## config.mk

```make
export PLATFORM = sky130hd
export DESIGN_NAME = nv_mem_host
export DESIGN_NICKNAME = d
export VERILOG_FILES = /design/src/logic/nv_mem_host_pkg.sv /design/src/logic/nv_mem_host.sv
export SDC_FILE = /design/constraint.sdc
export NUM_CORES = 1
export LEC_CHECK = 0
export ABC_AREA = 1
export BUFFER_PORTS_ARGS = -buffer_cell sky130_fd_sc_hd__buf_2
export CAP_MARGIN = 10
export CORE_UTILIZATION = 37
export CTS_CLUSTER_DIAMETER = 200
export DETAILED_ROUTE_END_ITERATION = 7
export GPL_TIMING_DRIVEN = 0
export MAX_ROUTING_LAYER = met4
export SLEW_MARGIN = 5
export SYNTH_ARGS = -nofsm -noshare
export SYNTH_HDL_FRONTEND = slang
export SYNTH_SLANG_ARGS = --single-unit
```

## constraint.sdc

```tcl
create_clock -name i_clk -period 1.7 [get_ports i_clk]
set_input_delay 0.085 -clock i_clk [delete_from_list [all_inputs] [get_ports i_clk]]
set_output_delay 0.085 -clock i_clk [all_outputs]
set_load 0.01 [all_outputs]
```

## src/logic/nv_mem_host_pkg.sv

```systemverilog
// Constants for the host-side controller of an asynchronous byte-wide memory.
// Assumes a single 100 MHz system clock; all times but DRIVE_TO_DATA_PS and ADDR_TO_WEND_PS are converted to cycles here.
`default_nettype none

package nv_mem_host_pkg;

  // ----------------------------------------------------------------
  // Clock and pin widths
  // ----------------------------------------------------------------
  localparam int CLK_PERIOD_PS = 10000;
  localparam int ADDR_W        = 17;
  localparam int DATA_W        = 8;

  // ----------------------------------------------------------------
  // Times as printed, in picoseconds
  // ----------------------------------------------------------------
  localparam longint STARTUP_PS           = 64'd2000000000;  // 2 ms
  localparam int     CYCLE_MIN_PS         = 35000;
  localparam int     ADDRESS_TO_DATA_PS   = 35000;  // address_to_data_delay
  localparam int     DRIVE_TO_DATA_PS     = 15000;  // drive_to_data_delay
  localparam int     DRIVE_RELEASE_PS     = 10000;
  localparam int     STROBE_LOW_WIDTH_PS  = 15000;  // strobe_low_width
  localparam int     ADDR_TO_WEND_PS      = 18000;  // output drive high
  localparam int     DATA_TO_WEND_PS      = 10000;
  localparam int     WRITE_RECOVERY_PS    = 12000;
  localparam int     HIGH_STEADY_PS       = 2000;

  // ----------------------------------------------------------------
  // Cycle counts: least times round up
  // ----------------------------------------------------------------
  localparam int STARTUP_CYC      = int'((STARTUP_PS + CLK_PERIOD_PS - 1) / CLK_PERIOD_PS);
  localparam int READ_ACCESS_CYC  = (ADDRESS_TO_DATA_PS + CLK_PERIOD_PS - 1) / CLK_PERIOD_PS;
  localparam int RELEASE_CYC      = (DRIVE_RELEASE_PS + CLK_PERIOD_PS - 1) / CLK_PERIOD_PS;
  localparam int STROBE_LOW_CYC   = (STROBE_LOW_WIDTH_PS + CLK_PERIOD_PS - 1) / CLK_PERIOD_PS;
  localparam int DATA_SETUP_CYC   = (DATA_TO_WEND_PS + CLK_PERIOD_PS - 1) / CLK_PERIOD_PS;
  localparam int RECOVERY_CYC     = (WRITE_RECOVERY_PS + CLK_PERIOD_PS - 1) / CLK_PERIOD_PS;
  localparam int HIGH_STEADY_CYC  = (HIGH_STEADY_PS + CLK_PERIOD_PS - 1) / CLK_PERIOD_PS;
  localparam int CYCLE_MIN_CYC    = (CYCLE_MIN_PS + CLK_PERIOD_PS - 1) / CLK_PERIOD_PS;

  localparam int TIMER_W = 8;

endpackage : nv_mem_host_pkg

`default_nettype wire

```

## src/logic/nv_mem_host.sv

```systemverilog
// Host controller driving an asynchronous byte-wide non-volatile memory.
// Assumes the memory pins attach directly; data pins are split in/out/enable.
//
// Summary of operation
// - After supply good, wait 2 ms before any access.
// - Hold select and strobe high during power-up, longer than startup.
// - A supply drop restarts the full startup wait.
// - Keep the write strobe high throughout a read.
// - Read data valid 35 ns after select falls with address set up.
// - Address valid 18 ns before write end, 20 ns with drive low.
// - Write strobe low at least 15 ns each write.
// - Write data valid at least 10 ns before strobe rises.
// - Writes happen only while select and strobe are both low.
// - Raised strobe or select stays high at least 2 ns.
`default_nettype none

module nv_mem_host #(
  parameter int STARTUP_CYCLES = nv_mem_host_pkg::STARTUP_CYC
) (
  input  wire logic                                i_clk,
  input  wire logic                                i_sys_rst,
  input  wire logic                                i_supply_ok,
  input  wire logic                                i_req,
  input  wire logic                                i_we,
  input  wire logic [nv_mem_host_pkg::ADDR_W-1:0] i_addr,
  input  wire logic [nv_mem_host_pkg::DATA_W-1:0] i_wdata,
  output logic                                     o_ready,
  output logic                                     o_rvalid,
  output logic      [nv_mem_host_pkg::DATA_W-1:0] o_rdata,
  output logic      [nv_mem_host_pkg::ADDR_W-1:0] o_mem_addr,
  output logic                                     o_mem_select_n,
  output logic                                     o_mem_strobe_n,
  output logic                                     o_mem_drive_n,
  input  wire logic [nv_mem_host_pkg::DATA_W-1:0] i_mem_dq,
  output logic      [nv_mem_host_pkg::DATA_W-1:0] o_mem_dq,
  output logic                                     o_mem_dq_oe
);

  // ----------------------------------------------------------------
  // Supply-good synchroniser (pin, three flops)
  // ----------------------------------------------------------------
  logic [2:0] sup_sync_reg;
  logic [2:0] sup_sync_next;
  logic       sup_ok_reg;
  logic       sup_ok_next;

  // Level accepted only once the second and third flops agree
  always_comb
  begin
    sup_sync_next = {sup_sync_reg[1:0], i_supply_ok};
    sup_ok_next   = sup_ok_reg;
    if (sup_sync_reg[1] == sup_sync_reg[2])
    begin
      sup_ok_next = sup_sync_reg[2];
    end
  end

  always_ff @(posedge i_clk)
  begin
    if (i_sys_rst)
    begin
      sup_sync_reg <= 3'h0;
      sup_ok_reg   <= 1'b0;
    end
    else
    begin
      sup_sync_reg <= sup_sync_next;
      sup_ok_reg   <= sup_ok_next;
    end
  end

  // ----------------------------------------------------------------
  // Main sequencer
  // ----------------------------------------------------------------
  typedef enum logic [3:0] {
    ST_STARTUP, ST_IDLE, ST_RD_ACCESS, ST_RD_RELEASE,
    ST_WR_SETUP, ST_WR_STROBE, ST_WR_RECOVER, ST_GAP
  } state_t;

  localparam int SU_W = $clog2(STARTUP_CYCLES + 1);

  state_t                                   state_reg,   state_next;
  logic [SU_W-1:0]                          startup_reg, startup_next;
  logic [nv_mem_host_pkg::TIMER_W-1:0]      timer_reg,   timer_next;
  logic [nv_mem_host_pkg::TIMER_W-1:0]      cyc_reg,     cyc_next;
  logic [nv_mem_host_pkg::ADDR_W-1:0]       addr_reg,    addr_next;
  logic [nv_mem_host_pkg::DATA_W-1:0]       wdata_reg,   wdata_next;
  logic [nv_mem_host_pkg::DATA_W-1:0]       rdata_reg,   rdata_next;
  logic                                     rvalid_reg,  rvalid_next;
  logic                                     sel_n_reg,   sel_n_next;
  logic                                     stb_n_reg,   stb_n_next;
  logic                                     drv_n_reg,   drv_n_next;
  logic                                     oe_reg,      oe_next;

  // Cycle count as a timer width, cut on purpose
  function automatic logic [nv_mem_host_pkg::TIMER_W-1:0] cyc(input int n);
    cyc = nv_mem_host_pkg::TIMER_W'(n);
  endfunction : cyc

  // Accept a request only once idle and the cycle spacing has elapsed
  assign o_ready = (state_reg == ST_IDLE) && (cyc_reg == '0);

  always_comb
  begin
    state_next   = state_reg;
    startup_next = startup_reg;
    timer_next   = (timer_reg != '0) ? timer_reg - cyc(1) : timer_reg;
    cyc_next     = (cyc_reg != '0) ? cyc_reg - cyc(1) : cyc_reg;
    addr_next    = addr_reg;
    wdata_next   = wdata_reg;
    rdata_next   = rdata_reg;
    rvalid_next  = 1'b0;
    sel_n_next   = sel_n_reg;
    stb_n_next   = stb_n_reg;
    drv_n_next   = drv_n_reg;
    oe_next      = oe_reg;
    if (!sup_ok_reg)
    begin
      // Supply low: abandon any access, restart the full wait
      state_next   = ST_STARTUP;
      startup_next = SU_W'(STARTUP_CYCLES);
      sel_n_next   = 1'b1;
      stb_n_next   = 1'b1;
      drv_n_next   = 1'b1;
      oe_next      = 1'b0;
    end
    else
    begin
      case (state_reg)
        ST_STARTUP:
        begin
          if (startup_reg == '0)
          begin
            state_next = ST_IDLE;
          end
          else
          begin
            startup_next = startup_reg - SU_W'(1);
          end
        end
        ST_IDLE:
        begin
          if (i_req && o_ready)
          begin
            addr_next  = i_addr;
            wdata_next = i_wdata;
            cyc_next   = cyc(nv_mem_host_pkg::CYCLE_MIN_CYC);
            if (i_we)
            begin
              // Address first, strobe one cycle later; drive kept high
              state_next = ST_WR_SETUP;
              oe_next    = 1'b1;
            end
            else
            begin
              state_next = ST_RD_ACCESS;
              sel_n_next = 1'b0;
              drv_n_next = 1'b0;
              timer_next = cyc(nv_mem_host_pkg::READ_ACCESS_CYC);
            end
          end
        end
        ST_RD_ACCESS:
        begin
          // Strobe stays high for the whole read
          if (timer_reg == cyc(1))
          begin
            rdata_next  = i_mem_dq;
            rvalid_next = 1'b1;
            sel_n_next  = 1'b1;
            drv_n_next  = 1'b1;
            state_next  = ST_RD_RELEASE;
            timer_next  = cyc(nv_mem_host_pkg::RELEASE_CYC);
          end
        end
        ST_RD_RELEASE:
        begin
          // Memory may still drive the bus; hold off before next drive
          if (timer_reg == '0)
          begin
            state_next = ST_GAP;
            timer_next = cyc(nv_mem_host_pkg::HIGH_STEADY_CYC);
          end
        end
        ST_WR_SETUP:
        begin
          sel_n_next = 1'b0;
          stb_n_next = 1'b0;
          state_next = ST_WR_STROBE;
          // Strobe width covers data setup and address-to-end too
          timer_next = cyc(nv_mem_host_pkg::STROBE_LOW_CYC);
        end
        ST_WR_STROBE:
        begin
          if (timer_reg == cyc(1))
          begin
            stb_n_next = 1'b1;
            sel_n_next = 1'b1;
            state_next = ST_WR_RECOVER;
            timer_next = cyc(nv_mem_host_pkg::RECOVERY_CYC);
          end
        end
        ST_WR_RECOVER:
        begin
          // Address and data held past strobe rise
          if (timer_reg == '0)
          begin
            oe_next    = 1'b0;
            state_next = ST_GAP;
            timer_next = cyc(nv_mem_host_pkg::HIGH_STEADY_CYC);
          end
        end
        ST_GAP:
        begin
          if (timer_reg == '0)
          begin
            state_next = ST_IDLE;
          end
        end
        default:
        begin
          state_next = ST_STARTUP;
        end
      endcase
    end
  end

  // Reset holds select and strobe high and restarts the startup wait
  always_ff @(posedge i_clk)
  begin
    if (i_sys_rst)
    begin
      state_reg   <= ST_STARTUP;
      startup_reg <= SU_W'(STARTUP_CYCLES);
      timer_reg   <= '0;
      cyc_reg     <= '0;
      addr_reg    <= '0;
      wdata_reg   <= '0;
      rdata_reg   <= '0;
      rvalid_reg  <= 1'b0;
      sel_n_reg   <= 1'b1;
      stb_n_reg   <= 1'b1;
      drv_n_reg   <= 1'b1;
      oe_reg      <= 1'b0;
    end
    else
    begin
      state_reg   <= state_next;
      startup_reg <= startup_next;
      timer_reg   <= timer_next;
      cyc_reg     <= cyc_next;
      addr_reg    <= addr_next;
      wdata_reg   <= wdata_next;
      rdata_reg   <= rdata_next;
      rvalid_reg  <= rvalid_next;
      sel_n_reg   <= sel_n_next;
      stb_n_reg   <= stb_n_next;
      drv_n_reg   <= drv_n_next;
      oe_reg      <= oe_next;
    end
  end

  // ----------------------------------------------------------------
  // Outputs, all from flops
  // ----------------------------------------------------------------
  assign o_rvalid       = rvalid_reg;
  assign o_rdata        = rdata_reg;
  assign o_mem_addr     = addr_reg;
  assign o_mem_select_n = sel_n_reg;
  assign o_mem_strobe_n = stb_n_reg;
  assign o_mem_drive_n  = drv_n_reg;    // High during writes, so memory floats
  assign o_mem_dq       = wdata_reg;
  assign o_mem_dq_oe    = oe_reg;

endmodule : nv_mem_host

`default_nettype wire

```

==> impl_metrics.toml, run 1 <==
[global_route]
antenna_found_initial = 0
use_met3_pct = 5.472
grt_pass1_wl_um = 15290
grt_max_degree = 15
grt_use_met1_pct = 24.09
grt_usage_pct = 19.18
gr-usage-met2_pct = 29.58
grt_pass1_vias = 3391
busiest_layer = "met2"
grt-ovfl-total = 0

[clock_network]
cts_tree = "yes"
cts.sink_count = 79
numCtsBuffers = 9
cts-htree-levels = 3
cts.path.max_buffers = 2
clock_latency_ns = 0.35
cts.clk_slew.worst_paths_ns = 0.09
root_buffer = "clkbuf_8"

[layout]
syn_to_final_growth_pct = 35.30
nNetsFinal = 683
multi_input_area_um2 = 1906
post-route-cell-area_um2 = 5011
seqCellArea_um2 = 1582
drive_gt1_share_pct = 23.45
antenna_cells = 0
fillCellCount = 978
largest_register_ffs = 18

[floorplan]
die_x_um = 102.0
core_um2 = 9729
die_area_um2 = 10410
die_h_um = 102.0
start_util_pct = 38.07
io_pins = 77
fp-row-count = 36

[hold_path]
whs_endpoint = "sup_sync_reg[0]"
whs_path_depth = 2
min_path_type = "in -> reg"
hold_start = "i_sys_rst"

[logic_synthesis]
synth_cell_type_count = 35
yosysTopAreaCell = "dfxtp_1"
syn_area_per_cell_um2 = 7.276
synth.area.top_cells = "dfxtp_1 (43%), nand2_1 (9.6%), nor2_1 (9.3%)"
synth_seq_cells = 79
synthArstFlopShare_pct = 0
synth_nets = 553
yosysMostFrequentCell = "nand2_1"
syn_inst = 509
synth_warnings = 0
synth_edf_count = 0
synth_ff_type = "dfxtp_1"
syn_area_um2 = 3704
synth_commonest_cells = "nand2_1 (95), nor2_1 (92), dfxtp_1 (79), o21ai_0 (50), inv_1 (48)"
synth_top_area_share_pct = 42.70
ys_seq_area_share_pct = 42.70

[setup_path]
crit_chain = "inv_2, ha_2, nand2_2, nor2_4, nand3_2, nand2_4, inv_1, buf_4, nand2_1, a21oi_1"
reg2reg_to = "startup_reg[13]"
cp_slowest_cell = "dfxtp_1"
crit_type = "reg -> reg"
worstPathRequired_ns = 1.93
r2r_setup_slack_ns = 0.10
cpPeakStageDelay_ns = 0.34
cp_max_fo = 10
worstPathArrival_ns = 1.82
ff2ff_path_depth = 10
startpoint = "startup_reg[0]"
cp_num_buf_inv = 3
critPathTopFamily = "simple AND/OR/NAND/NOR gates"
cp-start-kind = "flop"
crit_path_end_kind = "flop"
r2r_start = "startup_reg[0]"

[timing]
hold_viol = 0
period_needed_ns = 1.595
worst-slew-pin-transition_ns = 0.5213
fmax_ghz = 0.6268
setup_viol = 0
slew_violations = 0
relSlewSlack_pct = 65.25
min_period_over_period_pct = 93.84
skew_ns = 0.009922
worst_slack_ns = 0.1047

[placed_design]
routabilityCongestion = 0.8574
post-dp-hpwl_um = 6361
portBuffers = 75
placed_area_um2 = 4245
post-place-ws_ns = -0.1250

[job]
max_cap_violations = 0

[detailed_routing]
first_iter_violations = 61
antenna_left = 0
wirelength_um = 9177
drcViolationCount = 0
dr.pass1.iters = 4
vias_per_cell = 4.641
drt-wirelength-per-cell_um = 11.81
dr_total_vias = 3606

[power_and_ir_drop]
ir_drop_uv = 492.7
power_density_nw_per_um2 = 1042
total_power_w = 0.005220
power_leakage_nw = 2.263

[run_status]
outcome = "finished, final reports clean"
-- cells by family (layout without fill, tap and decap cells) --
group                      after synthesis  count (layout)  synth area share (%)
and+or+nand+nor                        261             261                 31.49
xor gates and xnor gates                21              21                 4.966
buffers and inverters                   67             202                 7.939
AOI/OAI and AO/OA                       75              75                 10.88
DFF                                     79              79                 42.70
adders and majority gates                6               6                 2.027
-- power by group --
group	internal (W)	switching [W]	leakage, nW
registers	0.00200	0.000128	0.640
logic	0.000594	0.000734	1.50
clock network	0.00102	0.000735	0.123
-- metrics by stage --
step	setup TNS (ns)	cells	util [%]	hold WS (ns)
2_1_floorplan	0	509	-	0.1920
3_3_place_gp	-1.671	717	43.63	0.2829
3_5_place_dp	-1.954	717	43.63	0.2930
4_1_cts	0	768	49.91	0.05070
5_1_grt	-0.02063	777	51.50	0.07308
6_report	0	777	51.50	0.06436
-- how the worst max path moves through the flow --
| stage | endpoint | cells after the start |
|---|---|---|
| 3_5_place_dp | o_mem_dq[6] | 8 |
| 2_1_floorplan | o_mem_addr[10] | 9 |
| 6_report | startup_reg[13] | 10 |
| 5_1_grt | startup_reg[3] | 10 |
| 3_3_place_gp | o_mem_addr[16] | 8 |
| 4_1_cts | o_ready | 7 |
-- per-layer routing --
layer,wire [µm],up-vias
met2,4200,76
met1,4472,1629
met3,395,13
met4,109,0
met5,0,-
li1,-,1888
-- timing repair --
action                                 CTS  global route
hold buffers                            34             0
setup endpoints to repair               32            59
pin swaps                                2             5
gates resized for setup                  5            27
endpoints found under the hold margin   34             0
buffers inserted                         1             9
-- layout make-up --
class                   count  share of cell area [%]
plain buffers              15                   2.122
clock buffers              10                   2.747
clock inverters             6                   2.297
inverters                  52                   3.895
multi-input cells         363                   38.03
flip-flops and latches     79                   31.56
well taps                 133                   3.321
repair buffers            119                   16.03
-- layout by cell type (no fill, tap or decap), types with 2 or more instances in the layout --
cell type / instances
a21oi_1: 16
buf_2: 76
buf_4: 12
buf_6: 5
bufinv_16: 3
clkbuf_1: 5
clkbuf_8: 10
dfxtp_1: 79
dlygate4sd3_1: 34
ha_1: 4
inv_1: 44
inv_2: 8
nand2_1: 91
nand2_2: 4
nand2_4: 2
nand3_1: 23
nand3_2: 2
nor2_1: 87
nor2_2: 8
nor2_4: 7
nor2_8: 2
nor3_1: 28
nor3_2: 3
o21ai_0: 48
o21ai_1: 3
xnor2_1: 9
xor2_1: 12
(Power assumes the default switching activity.)
==> run 2, diff against run 1 <==
- REMOVE_ABC_BUFFERS: unset -> 1
==> impl_metrics.toml, run 2 (synthesis results as in run 1) <==
[run_status]
outcome = "finished, final reports clean"

[clock_network]
numCtsBuffers = 9
cts_tree = "yes"
root_buffer = "clkbuf_8"
cts.sink_count = 79
cts-htree-levels = 3
cts.path.max_buffers = 2
cts.clk_slew.worst_paths_ns = 0.08
clock_latency_ns = 0.35

[timing]
min_period_over_period_pct = 98.05
hold_viol = 0
period_needed_ns = 1.667
slew_violations = 0
setup_tns_ns = 0
rsz0062_at_grt = "yes"
worst_slack_ns = 0.03309
relSlewSlack_pct = 47.03
setup_viol = 0
worst-slew-pin-transition_ns = 0.7936
skew_ns = 0.01526
fmax_ghz = 0.5999

[floorplan]
die_h_um = 102.0
die_area_um2 = 10410
core_um2 = 9729
io_pins = 77
start_util_pct = 38.07
fp-row-count = 36
die_x_um = 102.0

[setup_path]
worstPathRequired_ns = 1.97
crit_chain = "inv_2, ha_4, nand2_4, nor2_8, nand3_4, nor2_4, buf_12, o21ai_0, nor2_1"
worstPathArrival_ns = 1.94
crit_type = "reg -> reg"
cpPeakStageDelay_ns = 0.34
cp_max_fo = 5
cp-start-kind = "flop"
crit_path_end_kind = "flop"
cp_slowest_cell = "dfxtp_2"

[power_and_ir_drop]
pwr-share-comb_pct = 30.6
p_sw_w = 0.001719
pwr-share-clk_pct = 26.2
power_density_nw_per_um2 = 974.1
seq_power_share_pct = 43.2
p_int_w = 0.003250
ir_drop_uv = 542.9
power_leakage_nw = 2.305
switching_share_pct = 34.60

[placed_design]
dp.cells = 703
routabilityCongestion = 0.8505
post-place-ws_ns = -0.8546
post-dp-hpwl_um = 5954
portBuffers = 76

[detailed_routing]
dr_total_vias = 3714
wirelength_um = 9859
first_iter_violations = 114
drt-wirelength-per-cell_um = 12.58
antenna_left = 0
drcViolationCount = 0
vias_per_cell = 4.737
dr.pass1.iters = 4

[global_route]
grt_usage_pct = 19.92
grt_pass1_vias = 3477
grt_max_degree = 29
grt_pass1_wl_um = 15880
grt-ovfl-total = 0
antenna_found_initial = 0

[job]
max_cap_violations = 0

[layout]
instances_no_fill = 784
drive_gt1_share_pct = 26.73
final_common_cell = "nand2_1"
fin_util_pct = 52.43
syn_to_final_growth_pct = 37.74
layout_common_cells = "nand2_1 (90), nor2_1 (86), buf_2 (76)"
antenna_cells = 0
fillCellCount = 930
largest_register_ffs = 18
nNetsFinal = 690

[hold_path]
min_path_type = "in -> reg"
-- run 2: cell types whose count changed in the layout (fill, tap and decap cells not counted), sizes merged, moves of 2 or more --
cell / before / now
clkinv: 1 / 5
clkinvlp: 1 / 4
bufinv: 3 / 0
buf: 95 / 102
clkbuf: 15 / 11
inv: 53 / 51
-- run 2: worst paths after layout --
check / startpoint / end / slack (ns) / cells after the start
worst min register to register: sup_sync_reg[0] / sup_sync_reg[1] / 0.41 / 2
worst max-delay path: cyc_reg[1] / o_mem_addr[12] / 0.03 / 9
worst max register to register: cyc_reg[1] / o_mem_addr[12] / 0.03 / 9
worst min-delay path: i_sys_rst / sup_sync_reg[1] / 0.07 / 2
-- run 2: metal layers --
layer	vias up	track usage [%]	share of wire, %
met1	1706	24.33	46
met5	-	-	0
met2	93	32.42	48
met3	9	4.651	5.1
met4	0	6.374	1.1
li1	1906	-	-
-- run 2: power by group through the flow --
stage | combinational [W] | sequential, W | clock (W)
global route | 0.00171 | 0.00217 | 0.00143
CTS | 0.00129 | 0.00213 | 0.00132
floorplan | 0.000930 | 0.00215 | 0
finish | 0.00152 | 0.00215 | 0.00130
detailed placement | 0.00114 | 0.00217 | 0
global placement | 0.00112 | 0.00217 | 0
-- run 2: repair_timing --
item | in CTS | in global routing
hold buffers | 34 | 0
cloned | 3 | 2
hold endpoints to repair | 34 | 0
buffers inserted | 11 | 15
resized for setup | 17 | 28
setup endpoints to repair | 59 | 58
pin swaps | 5 | 11
-- run 2: metrics by stage --
step           total power [W]  cell area, µm²  hold slack [ns]
2_1_floorplan         0.003078            3605           0.1541
3_3_place_gp          0.003287            4151           0.2839
3_5_place_dp          0.003316            4151           0.2946
4_1_cts               0.004732            4847          0.06892
5_1_grt               0.005306            5101          0.05879
6_report              0.004969            5101          0.07188
-- run 2: area by class of cell --
| type | count | area, µm² | share of cell area, % |
|---|---|---|---|
| clock buffer | 9 | 123.9 | 2.428 |
| sequential | 79 | 1589 | 31.15 |
| inverter | 52 | 205.2 | 4.023 |
| timing repair buffer | 138 | 978.4 | 19.18 |
| tap | 133 | 166.4 | 3.262 |
| multi-input combinational | 365 | 1972 | 38.66 |
| timing repair inverter | 1 | 7.507 | 0.1472 |
| clock inverter | 7 | 58.81 | 1.153 |
-- run 2: worst max-delay path: cells and delay by family (launching register included) --
kind                       cells  cell delay (ns)
AOI/OAI and AO/OA              1             0.08
and+or+nand+nor                5             0.79
DFF                            1             0.34
buffers and inverters          2             0.22
adders and majority gates      1             0.16
==> run 3, diff against run 2 <==
- PLACE_DENSITY: unset -> 0.66
- RECOVER_POWER: unset -> 25
- SKIP_LAST_GASP: unset -> 1
==> impl_metrics.toml, run 3 (synthesis results as in run 1) <==
[setup_path]
crit_type = "reg -> reg"
cp_max_fo = 8
cp_slowest_cell = "dfxtp_2"
cp_num_buf_inv = 2
crit_path_end_kind = "flop"
worstPathRequired_ns = 1.99
startpoint = "cyc_reg[0]"
crit_chain = "inv_2, ha_4, nand2_4, nor2_8, nand3_4, nor2_4, clkbuf_16, o21ai_0, nor2_1"
r2r_setup_slack_ns = 0.04
worstPathArrival_ns = 1.95
cp-start-kind = "flop"
r2r_start = "cyc_reg[0]"
critPathTopFamily = "simple AND/OR/NAND/NOR gates"
cpPeakStageDelay_ns = 0.33

[hold_path]
hold_start = "i_sys_rst"
min_path_type = "in -> reg"

[timing]
hold_viol = 0
fmax_ghz = 0.6026
setup_viol = 0
skew_ns = 0.01325
period_needed_ns = 1.660
rsz0062_at_grt = "yes"
min_period_over_period_pct = 97.62
relSlewSlack_pct = 34.76
slew_violations = 0
worst-slew-pin-transition_ns = 0.9776

[floorplan]
die_area_um2 = 10410
die_h_um = 102.0
core_um2 = 9729
fp-row-count = 36
start_util_pct = 38.07
io_pins = 77
die_x_um = 102.0

[power_and_ir_drop]
power_leakage_nw = 2.205
pwr-share-comb_pct = 29.2
seq_power_share_pct = 42.5
pwr-share-clk_pct = 28.3
p_int_w = 0.003356
switching_share_pct = 33.50
power_density_nw_per_um2 = 983.3
p_sw_w = 0.001690
ir_drop_uv = 479.3

[placed_design]
placed_area_um2 = 4151
routabilityCongestion = 0.8688
portBuffers = 76
post-dp-hpwl_um = 5825

[clock_network]
clock_latency_ns = 0.35
cts-htree-levels = 3
numCtsBuffers = 9
root_buffer = "clkbuf_8"
cts.sink_count = 79
cts_tree = "yes"
cts.clk_slew.worst_paths_ns = 0.09
cts.path.max_buffers = 2

[layout]
post-route-cell-area_um2 = 5132
layout_common_cells = "nand2_1 (91), nor2_1 (87), dfxtp_1 (74)"
final_common_cell = "nand2_1"
largest_register_ffs = 18
nNetsFinal = 688
drive_gt1_share_pct = 24.04
antenna_cells = 0
syn_to_final_growth_pct = 38.58
fin_util_pct = 52.75

[global_route]
antenna_found_initial = 0
grt_pass1_vias = 3563
grt_usage_pct = 20.01
grt-ovfl-total = 0
grt_max_degree = 29
grt_pass1_wl_um = 15810

[detailed_routing]
wirelength_um = 9914
dr_total_vias = 3740
drt-wirelength-per-cell_um = 12.68
first_iter_violations = 140
drcViolationCount = 0
antenna_left = 0
vias_per_cell = 4.783
dr.pass1.iters = 4

[job]
max_cap_violations = 0

[run_status]
outcome = "finished, final reports clean"
[run 3: worst paths after layout]
| kind | to | cells after the start |
|---|---|---|
| max reg2reg | o_mem_addr[7] | 9 |
| min reg2reg | sup_sync_reg[1] | 2 |
| min | sup_sync_reg[1] | 2 |
| max | o_mem_addr[7] | 9 |
[run 3: layer usage]
metal,track usage (%),up-vias,part of all wire (%)
li1,-,1906,-
met1,24.59,1713,45
met2,32.73,108,48
met3,4.446,13,5.4
met4,6.044,0,1.6
met5,-,-,0
[run 3: cell type report]
type / instances / area (µm²)
fill: 917 / 4597
inverter: 52 / 205.2
tap: 133 / 166.4
timing repair inverter: 1 / 7.507
clock inverter: 6 / 70.07
multi-input combinational: 367 / 2019
timing repair buffer: 134 / 948.4
clock buffer: 10 / 127.6
sequential: 79 / 1588
[run 3: worst register-to-register path, stage by stage, from the launching register on]
cell and delay, ns:
dfxtp_2 0.33, inv_2 0.08, ha_4 0.16, nand2_4 0.08, nor2_8 0.19, nand3_4 0.13
nor2_4 0.22, clkbuf_16 0.22, o21ai_0 0.08, nor2_1 0.12
[run 3: power by group through the flow]
stage / clock network, W / registers [W] / logic (W)
3_5_place_dp: 0 / 0.00218 / 0.00113
4_1_cts: 0.00144 / 0.00214 / 0.00129
5_1_grt: 0.00154 / 0.00217 / 0.00165
3_3_place_gp: 0 / 0.00217 / 0.00110
2_1_floorplan: 0 / 0.00215 / 0.000930
6_report: 0.00143 / 0.00214 / 0.00147
[run 3: metrics by stage]
stage / total power (W) / setup TNS, ns / instances / setup slack [ns] / hold slack, ns
6_report: 0.005046 / 0 / 782 / 0.04040 / 0.06568
5_1_grt: 0.005350 / -1.095 / 782 / -0.06435 / 0.08124
4_1_cts: 0.004876 / 0 / 766 / 0.01303 / 0.05990
3_5_place_dp: 0.003316 / -19.37 / 703 / -0.8251 / 0.2943
3_3_place_gp: 0.003269 / -16.42 / 703 / -0.7343 / 0.2833
2_1_floorplan: 0.003078 / -2.389 / 494 / -0.2270 / 0.1541
[run 3: timing repair]
| action | CTS | global route |
|---|---|---|
| hold buffers | 34 | 0 |
| buffers inserted | 9 | 13 |
| pin swaps | 6 | 25 |
| cloned | 4 | 3 |
| endpoints found under the setup margin | 60 | 66 |
| gates resized for setup | 16 | 48 |
| endpoints found under the hold margin | 34 | 0 |
